**config.mk**
```make
export PLATFORM = sky130hd
export DESIGN_NAME = operand_address_generator
export DESIGN_NICKNAME = d
export VERILOG_FILES = /design/src/hw/oag_pkg.sv /design/src/hw/operand_address_generator.sv /design/src/hw/sync_bit.sv
export SDC_FILE = /design/constraint.sdc
export NUM_CORES = 1
export LEC_CHECK = 0
export BUFFER_PORTS_ARGS = -buffer_cell sky130_fd_sc_hd__buf_4
export CORE_ASPECT_RATIO = 1.5
export CORE_UTILIZATION = 40
export DETAILED_ROUTE_END_ITERATION = 10
export PLACE_DENSITY = 0.73
export REMOVE_ABC_BUFFERS = 1
export SKIP_LAST_GASP = 1
export SLEW_MARGIN = 5
export SYNTH_ARGS = -nofsm -noshare
export SYNTH_HDL_FRONTEND = slang
export SYNTH_HIERARCHICAL = 1
export SYNTH_SLANG_ARGS = --single-unit
export TNS_END_PERCENT = 100
```
**constraint.sdc**
```tcl
create_clock -name clk -period 1.2 [get_ports clk]
set_input_delay 0.06 -clock clk [delete_from_list [all_inputs] [get_ports clk]]
set_output_delay 0.06 -clock clk [all_outputs]
set_load 0.02 [all_outputs]
```
**src/hw/oag_pkg.sv**
```systemverilog
// Package: constants and types for the operand address generator
package oag_pkg;
    localparam logic [15:0] SHORT_BASE = 16'hFE00;
    localparam logic [15:0] SHORT_LO = 16'hFE20;
    localparam logic [15:0] SHORT_HI = 16'hFF1F;
    localparam logic [15:0] RAM_HI = 16'hFEFF;
    localparam logic [15:0] SFR_BASE = 16'hFF00;
    localparam logic [15:0] SFR_GAP_LO = 16'hFFD0;
    localparam logic [15:0] SFR_GAP_HI = 16'hFFDF;
    localparam logic [7:0] SHORT_WRAP = 8'h20;
    localparam int ADDR_BIT8 = 8;
    localparam logic [15:0] STACK_RAM_LO = 16'hFE20;
    localparam logic [15:0] STACK_RAM_HI = 16'hFEFF;
    localparam logic [2:0] PAIR_ACC = 3'h0;
    localparam logic [1:0] PAIR_PTR1 = 2'h2;
    localparam logic [1:0] PAIR_PTR2 = 2'h3;
    localparam logic [1:0] PAIR_SEL_ACC = 2'h0;

    typedef enum logic [2:0] {
        MODE_DIRECT,
        MODE_SHORT,
        MODE_SFR,
        MODE_REG8,
        MODE_REG16,
        MODE_INDIRECT,
        MODE_BASED,
        MODE_STACK
    } mode_t;

    typedef enum logic [1:0] {
        TGT_NONE,
        TGT_RAM,
        TGT_SFR,
        TGT_REG
    } target_t;

    typedef struct packed {
        mode_t mode;
        logic [15:0] full_address_field;
        logic [7:0] byte_field;
        logic [2:0] reg_code;
        logic [1:0] register_pair_select;
        logic indirect_sel;
        logic wide;
    } request_t;

    typedef struct packed {
        logic valid;
        target_t target;
        logic [15:0] addr;
        logic [2:0] reg_sel;
        logic [1:0] pair_sel;
        logic wide;
        logic fault;
    } result_t;
endpackage : oag_pkg

```
**src/hw/operand_address_generator.sv**
```systemverilog
// Operand effective-address generator for the 8-bit core
// Behaviour
// RQ1: Direct form uses the 16-bit immediate field unchanged as the address.
// RQ2: Short direct form reaches only the 256-byte window FE20H to FF1FH via an 8-bit field.
// RQ3: Short direct bit 8 is cleared for fields 20H to FFH and set for 00H to 1FH.
// RQ4: Short window FE20H-FEFFH goes to high-speed RAM and FF00H-FF1FH to special registers.
// RQ5: Word operands in short direct form must be even and inside the window (odd ones raise fault).
// RQ6: Special register form maps an 8-bit field onto FF00H-FFCFH and FFE0H-FFFFH only.
// RQ7: Byte register form picks one of eight byte registers by a 3-bit code.
// RQ8: Eight byte registers 0-7 and four register pairs 0-3 are selectable by code.
// RQ9: Register indirect uses the whole first or second pointer pair as the address.
// RQ10: Based form adds the zero-extended offset to the second pointer pair, dropping carry.
// RQ11: Push, pop, call, return and interrupt save/restore address through the stack pointer.
// RQ12: Stack accesses reach only the high-speed RAM area.
`timescale 1ns/1ns
`default_nettype none
module operand_address_generator (
    // Clock and reset
    input wire logic clk,
    input wire logic nrst,
    // Decoded operand request
    input wire logic req_valid,
    input wire oag_pkg::request_t req,
    // Register pair contents
    input wire logic [15:0] pointer_pair_one,
    input wire logic [15:0] pointer_pair_two,
    input wire logic [15:0] stack_pointer_reg,
    // Registered operand selection
    output oag_pkg::result_t res
);
    // ==========================================
    // Reset release
    // Asserts at once, release retimed to the clock
    logic rst_n;

    sync_bit u_rst (
        .clk(clk),
        .nrst(nrst),
        .q(rst_n)
    );

    // ==========================================
    // Result state
    typedef struct packed {
        oag_pkg::result_t res;
    } st_t;
    st_t st_q;
    st_t st_d;

    // ==========================================
    // Address formation
    always_comb begin
        logic [15:0] a;
        logic [15:0] ptr;
        a = '0;
        // Pointer picked up front; only the indirect arm reads it
        ptr = req.indirect_sel ? pointer_pair_two : pointer_pair_one;
        st_d = st_q;
        st_d.res = '0;
        st_d.res.valid = req_valid;
        st_d.res.wide = req.wide;
        unique case (req.mode)
            oag_pkg::MODE_DIRECT: begin
                a = req.full_address_field; // RQ1
                // Page FFxx holds special registers, all below is memory
                st_d.res.target = (a >= oag_pkg::SFR_BASE) ? oag_pkg::TGT_SFR : oag_pkg::TGT_RAM;
                st_d.res.addr = a;
            end
            oag_pkg::MODE_SHORT: begin
                a = {oag_pkg::SHORT_BASE[15:9], 1'b0, req.byte_field}; // RQ2
                // Low 32 fields fold onto the special register page
                a[oag_pkg::ADDR_BIT8] = (req.byte_field < oag_pkg::SHORT_WRAP); // RQ3
                st_d.res.addr = a;
                st_d.res.target = (a <= oag_pkg::RAM_HI) ? oag_pkg::TGT_RAM : oag_pkg::TGT_SFR; // RQ4
                st_d.res.fault = req.wide & a[0]; // RQ5
            end
            oag_pkg::MODE_SFR: begin
                a = {oag_pkg::SFR_BASE[15:8], req.byte_field}; // RQ6
                st_d.res.addr = a;
                // No register sits in the gap slice, so flag it
                if (a >= oag_pkg::SFR_GAP_LO && a <= oag_pkg::SFR_GAP_HI) begin // RQ6
                    st_d.res.target = oag_pkg::TGT_NONE;
                    st_d.res.fault = 1'b1;
                end else begin
                    st_d.res.target = oag_pkg::TGT_SFR;
                end
            end
            oag_pkg::MODE_REG8: begin
                st_d.res.target = oag_pkg::TGT_REG;
                st_d.res.reg_sel = req.reg_code; // RQ7 RQ8
            end
            oag_pkg::MODE_REG16: begin
                st_d.res.target = oag_pkg::TGT_REG;
                st_d.res.pair_sel = req.register_pair_select; // RQ8
                // A pair is always a word, whatever the request says
                st_d.res.wide = 1'b1;
            end
            oag_pkg::MODE_INDIRECT: begin
                a = ptr; // RQ9
                st_d.res.addr = a;
                st_d.res.target = (a >= oag_pkg::SFR_BASE) ? oag_pkg::TGT_SFR : oag_pkg::TGT_RAM;
            end
            oag_pkg::MODE_BASED: begin
                // 16-bit sum, carry out of bit 15 falls away
                a = pointer_pair_two + {8'h00, req.byte_field}; // RQ10
                st_d.res.addr = a;
                st_d.res.target = (a >= oag_pkg::SFR_BASE) ? oag_pkg::TGT_SFR : oag_pkg::TGT_RAM;
            end
            oag_pkg::MODE_STACK: begin
                a = stack_pointer_reg; // RQ11
                st_d.res.addr = a;
                // Stack outside fast RAM is blocked rather than wrapped
                if (a >= oag_pkg::STACK_RAM_LO && a <= oag_pkg::STACK_RAM_HI) begin // RQ12
                    st_d.res.target = oag_pkg::TGT_RAM;
                end else begin
                    st_d.res.target = oag_pkg::TGT_NONE;
                    st_d.res.fault = 1'b1;
                end
            end
        endcase
        // Idle cycles give an all-zero result so no stale target lingers
        if (!req_valid) begin
            st_d.res = '0;
        end
    end

    // ==========================================
    // Result register
    // Only the result is held; request fields are used as they arrive
    always_ff @(posedge clk or negedge rst_n) begin
        if (!rst_n) begin
            st_q <= '0;
        end else begin
            st_q <= st_d;
        end
    end

    assign res = st_q.res;
endmodule // operand_address_generator
`default_nettype wire

```
**src/hw/sync_bit.sv**
```systemverilog
// Two-flop reset release stage
`timescale 1ns/1ns
`default_nettype none
module sync_bit (
    // Clock and async reset
    input wire logic clk,
    input wire logic nrst,
    // Synchronised output
    output logic q
);
    typedef struct packed {
        logic s1;
        logic s2;
    } st_t;
    st_t st_q;
    st_t st_d;

    always_comb begin
        st_d = st_q;
        st_d.s1 = 1'b1;
        st_d.s2 = st_q.s1;
    end

    always_ff @(posedge clk or negedge nrst) begin
        if (!nrst) begin
            st_q <= '0;
        end else begin
            st_q <= st_d;
        end
    end

    assign q = st_q.s2;
endmodule // sync_bit
`default_nettype wire

```
==> results of run 1 <==
cell families after synthesis:
group	after synthesis	synth area share [%]
xor+xnor	12	4.24
flops	28	28.3
simple gates	114	22.5
buf+inv	23	4.14
compound gates	102	26.3
mux	23	9.59
fa+ha+maj	9	4.85
other cells	1	0.151
how the worst max path moves through the flow:
stage | end | slack, ns | cells past startpoint
after floorplan | res[23]$_DFF_PN0_ | -0.63 | 8
after global placement | res[23]$_DFF_PN0_ | -0.84 | 9
after detailed placement | res[23]$_DFF_PN0_ | -0.91 | 9
after CTS | res[23]$_DFF_PN0_ | -0.40 | 10
after global routing | res[23]$_DFF_PN0_ | -0.40 | 10
final | res[23]$_DFF_PN0_ | -0.35 | 10
per-layer routing:
layer  vias to the layer above  GRT usage [%]  part of all wire, %
met1                      1588           36.0                   37
met5                         -              0                    0
met2                       187           52.6                   53
met4                         0           12.9                  4.6
li1                       1496              -                    -
met3                        39           1.74                  6.0
final cells by class:
| type | instances | area, µm² |
|---|---|---|
| clock buffer | 4 | 55.1 |
| inverter | 5 | 18.8 |
| sequential | 28 | 701 |
| tap | 72 | 90.1 |
| multi-input combinational | 261 | 1900 |
| fill | 460 | 1610 |
| timing repair buffer | 191 | 1500 |
synth_stat cells (all sizes together), types with 3 or more instances:
| cell type | n | area share [%] |
|---|---|---|
| nand4 | 9 | 2.3 |
| nor3 | 8 | 1.6 |
| xnor2 | 10 | 3.5 |
| o21ai | 23 | 4.6 |
| and3 | 5 | 1.3 |
| mux2i | 17 | 6.9 |
| clkbuf | 12 | 1.8 |
| o211ai | 6 | 1.8 |
| buf | 6 | 1.6 |
| mux2 | 6 | 2.7 |
| a31oi | 3 | 0.76 |
| a211oi | 4 | 1.9 |
| nand2b | 3 | 0.76 |
| o22ai | 4 | 1.3 |
| o21bai | 4 | 1.2 |
| dfrtp | 28 | 28 |
| nand2 | 27 | 4.1 |
| a22oi | 9 | 2.7 |
| nand3 | 11 | 2.2 |
| nor2 | 36 | 5.5 |
| inv | 4 | 0.61 |
| ha | 8 | 4.0 |
| and2 | 3 | 0.76 |
| a21oi | 42 | 8.6 |
worst max-delay path, cell delays in order:
cell and delay (ns):
buf_8 0.10, ha_4 0.15, fa_2 0.38, a21oi_4 0.17, buf_6 0.12, o211ai_1 0.09, nand4_1 0.16, nor4b_4 0.22
and3_1 0.20, a221oi_2 0.06
what timing repair did:
item / 4_1_cts / 5_1_grt
resized for setup: 35 / 19
hold endpoints to repair: 4 / 0
endpoints found under the setup margin: 15 / 16
buffers inserted: 3 / 3
hold buffers: 3 / 0
pin swaps: 22 / 23
report_power, final:
group          switching [mW]  internal (mW)
Clock                   0.314          0.295
Sequential             0.0196          0.997
Combinational           0.744          0.796
Total                    1.08           2.09
cells in the final DEF (no fill, tap or decap), types with 2 or more instances in the layout:
| cell | count |
|---|---|
| o21ai_0 | 19 |
| and3_1 | 5 |
| a21oi_1 | 37 |
| buf_8 | 3 |
| xnor2_1 | 9 |
| o21bai_1 | 4 |
| nand4_1 | 9 |
| mux2i_1 | 15 |
| a31oi_1 | 3 |
| nor2b_1 | 2 |
| mux2i_2 | 2 |
| a211oi_4 | 2 |
| nor3_1 | 7 |
| a211oi_1 | 2 |
| mux2_2 | 6 |
| dlygate4sd3_1 | 3 |
| clkbuf_8 | 4 |
| nand2_1 | 27 |
| o211ai_1 | 6 |
| dfrtp_1 | 28 |
| buf_6 | 9 |
| o22ai_2 | 3 |
| nor2_1 | 34 |
| nand3_2 | 2 |
| ha_4 | 8 |
| buf_4 | 176 |
| nand4b_1 | 2 |
| xor2_1 | 2 |
| nand3_1 | 9 |
| nor2_2 | 2 |
| a21oi_2 | 3 |
| inv_1 | 3 |
| a21oi_4 | 2 |
| and2_1 | 3 |
| a22oi_1 | 9 |
| o21ai_1 | 2 |
| nand2b_1 | 3 |
through the flow:
stage	instances	total power [mW]	utilization, %	hold WS [ns]	area [µm²]
2_1_floorplan	294	1.59	-	-0.236	2390
3_3_place_gp	548	2.33	65.6	-0.158	3850
3_5_place_dp	548	2.36	65.6	-0.152	3850
4_1_cts	558	3.06	70.7	0.0125	4150
5_1_grt	561	3.31	72.6	0.00667	4260
6_report	561	3.17	72.6	0.0130	4260
state kept, by name, summed over array words and instances, names as in the netlist:
signal,cells
res,26
u_rst/st_d,1
u_rst/q,1
==> reports/metrics.yaml, run 1 <==
status:
  outcome: "finished with violations"
  violations: "negative setup slack"
sta:
  rsz0062_at_grt: "yes"
  timing.setup.tns_ns: -3.00
  slew_viol_final: 0
  max_freq_mhz: 647
  timing.final.hold_violations: 0
  finalSetupViolCount: 16
  fin_crit_sh_pct: 129
  finClkSkew_ns: 0.00101
  fin_crit_ns: 1.55
  finalWorstSetupSlack_ns: -0.347
final_layout:
  antenna_cells: 0
  layout.nets: 584
  drive_gt1_share_pct: 48.1
  syn2layout_area_growth_pct: 71.9
synth:
  synth_edf_count: 0
  synth_ff_type: "dfrtp_1"
  ys_warn_count: 6
  async_reset_ff_share_pct: 100
  ys_ff_latch: 28
  ys_seq_area_share_pct: 28.3
  synth_cell_type_count: 53
  netlist_area_um2: 2480
  syn_avg_cell_area_um2: 7.94
  syn-instance-count: 312
drt:
  vias: 3310
  via_per_inst: 5.90
  wl_mm: 9.89
  drc: 0
  drtIter0Drc: 286
  drt_first_pass_iters: 5
  ant_nets: 0
  wl_per_cell_um: 17.6
global_routing:
  globalRoute.totalOverflow: 0
  first_global_vias: 3097
  grt_usage_pct: 29.7
  grt_first_pass_wirelength_mm: 15.0
  antenna_found_initial: 0
  grt_max_degree: 27
setup_path:
  worst_ep_required_time_ns: 1.37
  r2r-start: "u_rst/q$_DFF_PN0_"
  cp-end-kind: "register"
  reg2reg_depth: 1
  crit_start: "pointer_pair_two[0]"
  rr_endpoint: "res[9]$_DFF_PN0_"
  path_class: "in -> reg"
  ff2ff_setup_slack_ns: 0.69
  crit_fanout: 2
  cp.arrival_ns: 1.71
  cp-start-kind: "input port"
hold_path:
  holdPathStages: 2
  hold_path.class: "in -> reg"
  whs_endpoint: "res[25]$_DFF_PN0_"
  worstHoldStart: "req_valid"
clocking:
  cts_tree: "built"
  ctsRootBufferMaster: "clkbuf_8"
  cts_max_level: 1
  clk_latency_ns: 0.28
  cts_sinks: 28
  numCtsBuffers: 3
  path_clk_slew_ns: 0.10
  clk_path_buf_depth: 2
placed_design:
  place_ws_ns: -0.910
  gp_congestion: 0.934
  io_buffers: 110
  place_hpwl_mm: 7.52
power:
  p_leak_nw: 2.01
  vdd_ir_drop_max_uv: 499
  power_density_nw_per_um2: 743
die:
  dieArea_um2: 6520
  start_util_pct: 42.2
  io_pins: 111
  die_w_um: 66.3
  rows: 34
  design.core.area_um2: 5870
  die_h_um: 98.4
job:
  drv_cap: 0
(Power assumes the default switching activity.)
==> inputs of run 2 (changes only) <==
--- a/config.mk
+++ b/config.mk
@@ -6,10 +6,12 @@
 export NUM_CORES = 1
 export LEC_CHECK = 0
 export BUFFER_PORTS_ARGS = -buffer_cell sky130_fd_sc_hd__buf_4
+export CELL_PAD_IN_SITES_DETAIL_PLACEMENT = 0
+export CELL_PAD_IN_SITES_GLOBAL_PLACEMENT = 1
 export CORE_ASPECT_RATIO = 1.5
-export CORE_UTILIZATION = 40
+export CORE_UTILIZATION = 36
 export DETAILED_ROUTE_END_ITERATION = 10
-export PLACE_DENSITY = 0.73
+export PLACE_DENSITY = 0.89
 export REMOVE_ABC_BUFFERS = 1
 export SKIP_LAST_GASP = 1
 export SLEW_MARGIN = 5
==> run 2 against run 1 <==
Largest power group unchanged. Largest cell class unchanged. The run still ends with negative setup slack left. Final cell count increased by 1.4%. Wire length decreased by 2.0%. First-iteration DRC count decreased by 26%. Clock skew increased by 0.00096 ns.
==> reports/metrics.yaml, run 2 (synthesis gave the netlist of run 1 again) <==
clocking:
  cts_max_level: 1  # unchanged
  clk_path_buf_depth: 2  # unchanged
  cts_sinks: 28  # unchanged
  numCtsBuffers: 3  # unchanged
  cts_tree: "built"  # unchanged
  path_clk_slew_ns: 0.10  # about the same
  ctsRootBufferMaster: "clkbuf_8"  # unchanged
  clk_latency_ns: 0.28  # about the same
drt:
  drtIter0Drc: 213  # was 286
  via_per_inst: 5.51  # was 5.90
  drc: 0  # unchanged
  wl_per_cell_um: 17.0  # was 17.6 µm
  wl_mm: 9.69  # was 9.89 mm
  vias: 3134  # was 3310
  ant_nets: 0  # unchanged
  drt_first_pass_iters: 4  # was 5
global_routing:
  grt_first_pass_wirelength_mm: 15.5  # was 15.0 mm
  grt_max_degree: 27  # unchanged
  grt_usage_pct: 26.8  # was 29.7%
  antenna_found_initial: 0  # unchanged
  first_global_vias: 3169  # was 3097
  globalRoute.totalOverflow: 0  # unchanged
sta:
  slew_viol_final: 0  # unchanged
  fin_crit_ns: 1.55  # about the same
  max_freq_mhz: 644  # was 647 MHz
  timing.final.hold_violations: 0  # unchanged
  tightest_slew_ns: 0.536
  finalSetupViolCount: 15  # was 16
  fin_crit_sh_pct: 129  # about the same
  rsz0062_at_grt: "yes"  # unchanged
  hold_ws_ns: 0.0000998  # was 0.0130 ns
  relSlewSlack_pct: 64.2
  timing.setup.tns_ns: -2.96  # was -3.00 ns
  finalWorstSetupSlack_ns: -0.353  # was -0.347 ns
  finClkSkew_ns: 0.00197  # was 0.00101 ns
setup_path:
  cp-start-kind: "input port"  # unchanged
  cp.arrival_ns: 1.75  # was 1.71 ns
  cp-end-kind: "register"  # unchanged
  path_class: "in -> reg"  # unchanged
  worst_ep_required_time_ns: 1.39  # was 1.37 ns
  crit_fanout: 9  # was 2
final_layout:
  drive_gt1_share_pct: 49.1  # was 48.1%
  layout.nets: 588  # was 584
  final_area_um2: 4320  # was 4260 µm²
  final_cell_mix: "buf_4, a21oi_1, nor2_1"  # unchanged
  mostFrequentLayoutCell: "buf_4"  # unchanged
  syn2layout_area_growth_pct: 74.4  # was 71.9%
  antenna_cells: 0  # unchanged
  largest_reg_flops: 26  # unchanged
power:
  vdd_ir_drop_max_uv: 470  # was 499 µV
  p_leak_nw: 2.03  # was 2.01 nW
  power_density_nw_per_um2: 738  # was 743 nW/µm²
  power_mw: 3.19  # was 3.17 mW
status:
  violations: "negative setup slack"  # unchanged
  outcome: "finished with violations"  # unchanged
die:
  start_util_pct: 37.7  # was 42.2%
  rows: 36  # was 34
  io_pins: 111  # unchanged
  dieArea_um2: 7230  # was 6520 µm²
  die_h_um: 104  # was 98.4 µm
  design.core.area_um2: 6580  # was 5870 µm²
  die_w_um: 69.8  # was 66.3 µm
placed_design:
  gp_congestion: 0.904  # was 0.934
  place_hpwl_mm: 7.75  # was 7.52 mm
  io_buffers: 110  # unchanged
  placed_area_um2: 3870  # was 3850 µm²
job:
  drv_cap: 0  # unchanged
hold_path:
  hold_path.class: "in -> reg"  # unchanged
-- run 2: cell types whose count changed in the layout (fill, tap and decap cells not counted), moves of 2 or more --
| cell | before | now |
|---|---|---|
| xnor2_1 | 9 | 7 |
| o21ai_2 | 1 | 3 |
| nor3_1 | 7 | 5 |
| xnor2_2 | 1 | 3 |
| buf_4 | 176 | 179 |
| o22ai_2 | 3 | 1 |
| o22ai_4 | 0 | 2 |
-- run 2: metal layers --
layer / vias up / GRT usage, % / part of all wire (%)
met1: 1491 / 30.8 / 38
met2: 109 / 49.1 / 53
met5: - / 0 / 0
li1: 1506 / - / -
met4: 0 / 12.4 / 4.0
met3: 28 / 2.53 / 4.3
-- run 2: report_power, final --
group	switching, mW	internal (mW)	total, mW
logic	0.747	0.817	1.56
clock network	0.315	0.294	0.609
registers	0.0193	0.997	1.02
total	1.08	2.11	3.19
-- run 2: per-stage QoR --
step / cells / utilization, % / setup slack (ns)
3_3_place_gp: 554 / 58.9 / -0.819
2_1_floorplan: 294 / - / -0.629
4_1_cts: 568 / 65.0 / -0.342
3_5_place_dp: 554 / 58.9 / -0.858
6_report: 569 / 65.7 / -0.353
5_1_grt: 569 / 65.7 / -0.374
-- run 2: area by class of cell --
class | count | area, µm²
repair buffers | 195 | 1530
clock buffers | 4 | 55.1
inverters | 5 | 22.5
flip-flops and latches | 28 | 701
well taps | 76 | 95.1
multi-input cells | 261 | 1920
fillers | 570 | 2250
-- run 2: what timing repair did --
action	4_1_cts	5_1_grt
gates resized for setup	51	8
gates cloned	0	0
endpoints found under the setup margin	17	19
hold endpoints to repair	5	0
hold buffers	4	0
setup buffers	6	2
pin swaps	38	11
-- run 2: path summary, 6_finish.rpt --
path / from / end / slack, ns / cells after the start
max: req[14] / res[23]$_DFF_PN0_ / -0.35 / 8
min: req[4] / res[4]$_DFF_PN0_ / 0.0001 / 2
max reg2reg: u_rst/q$_DFF_PN0_ / res[19]$_DFF_PN0_ / 0.69 / 1
min in group asynchronous: nrst / u_rst/st_d[0]$_DFF_PN0_ / 0.08 / 2
min reg2reg: u_rst/q$_DFF_PN0_ / res[8]$_DFF_PN0_ / 0.25 / 1
max in group asynchronous: u_rst/q$_DFF_PN0_ / res[19]$_DFF_PN0_ / 0.69 / 1
-- run 2: critical path, cell delays in order --
cell and delay (ns):
buf_4 0.13, ha_4 0.31, nand3_2 0.11, nor3_2 0.39, o2111ai_4 0.16, mux2i_2 0.19, and3_1 0.18, a221oi_2 0.20
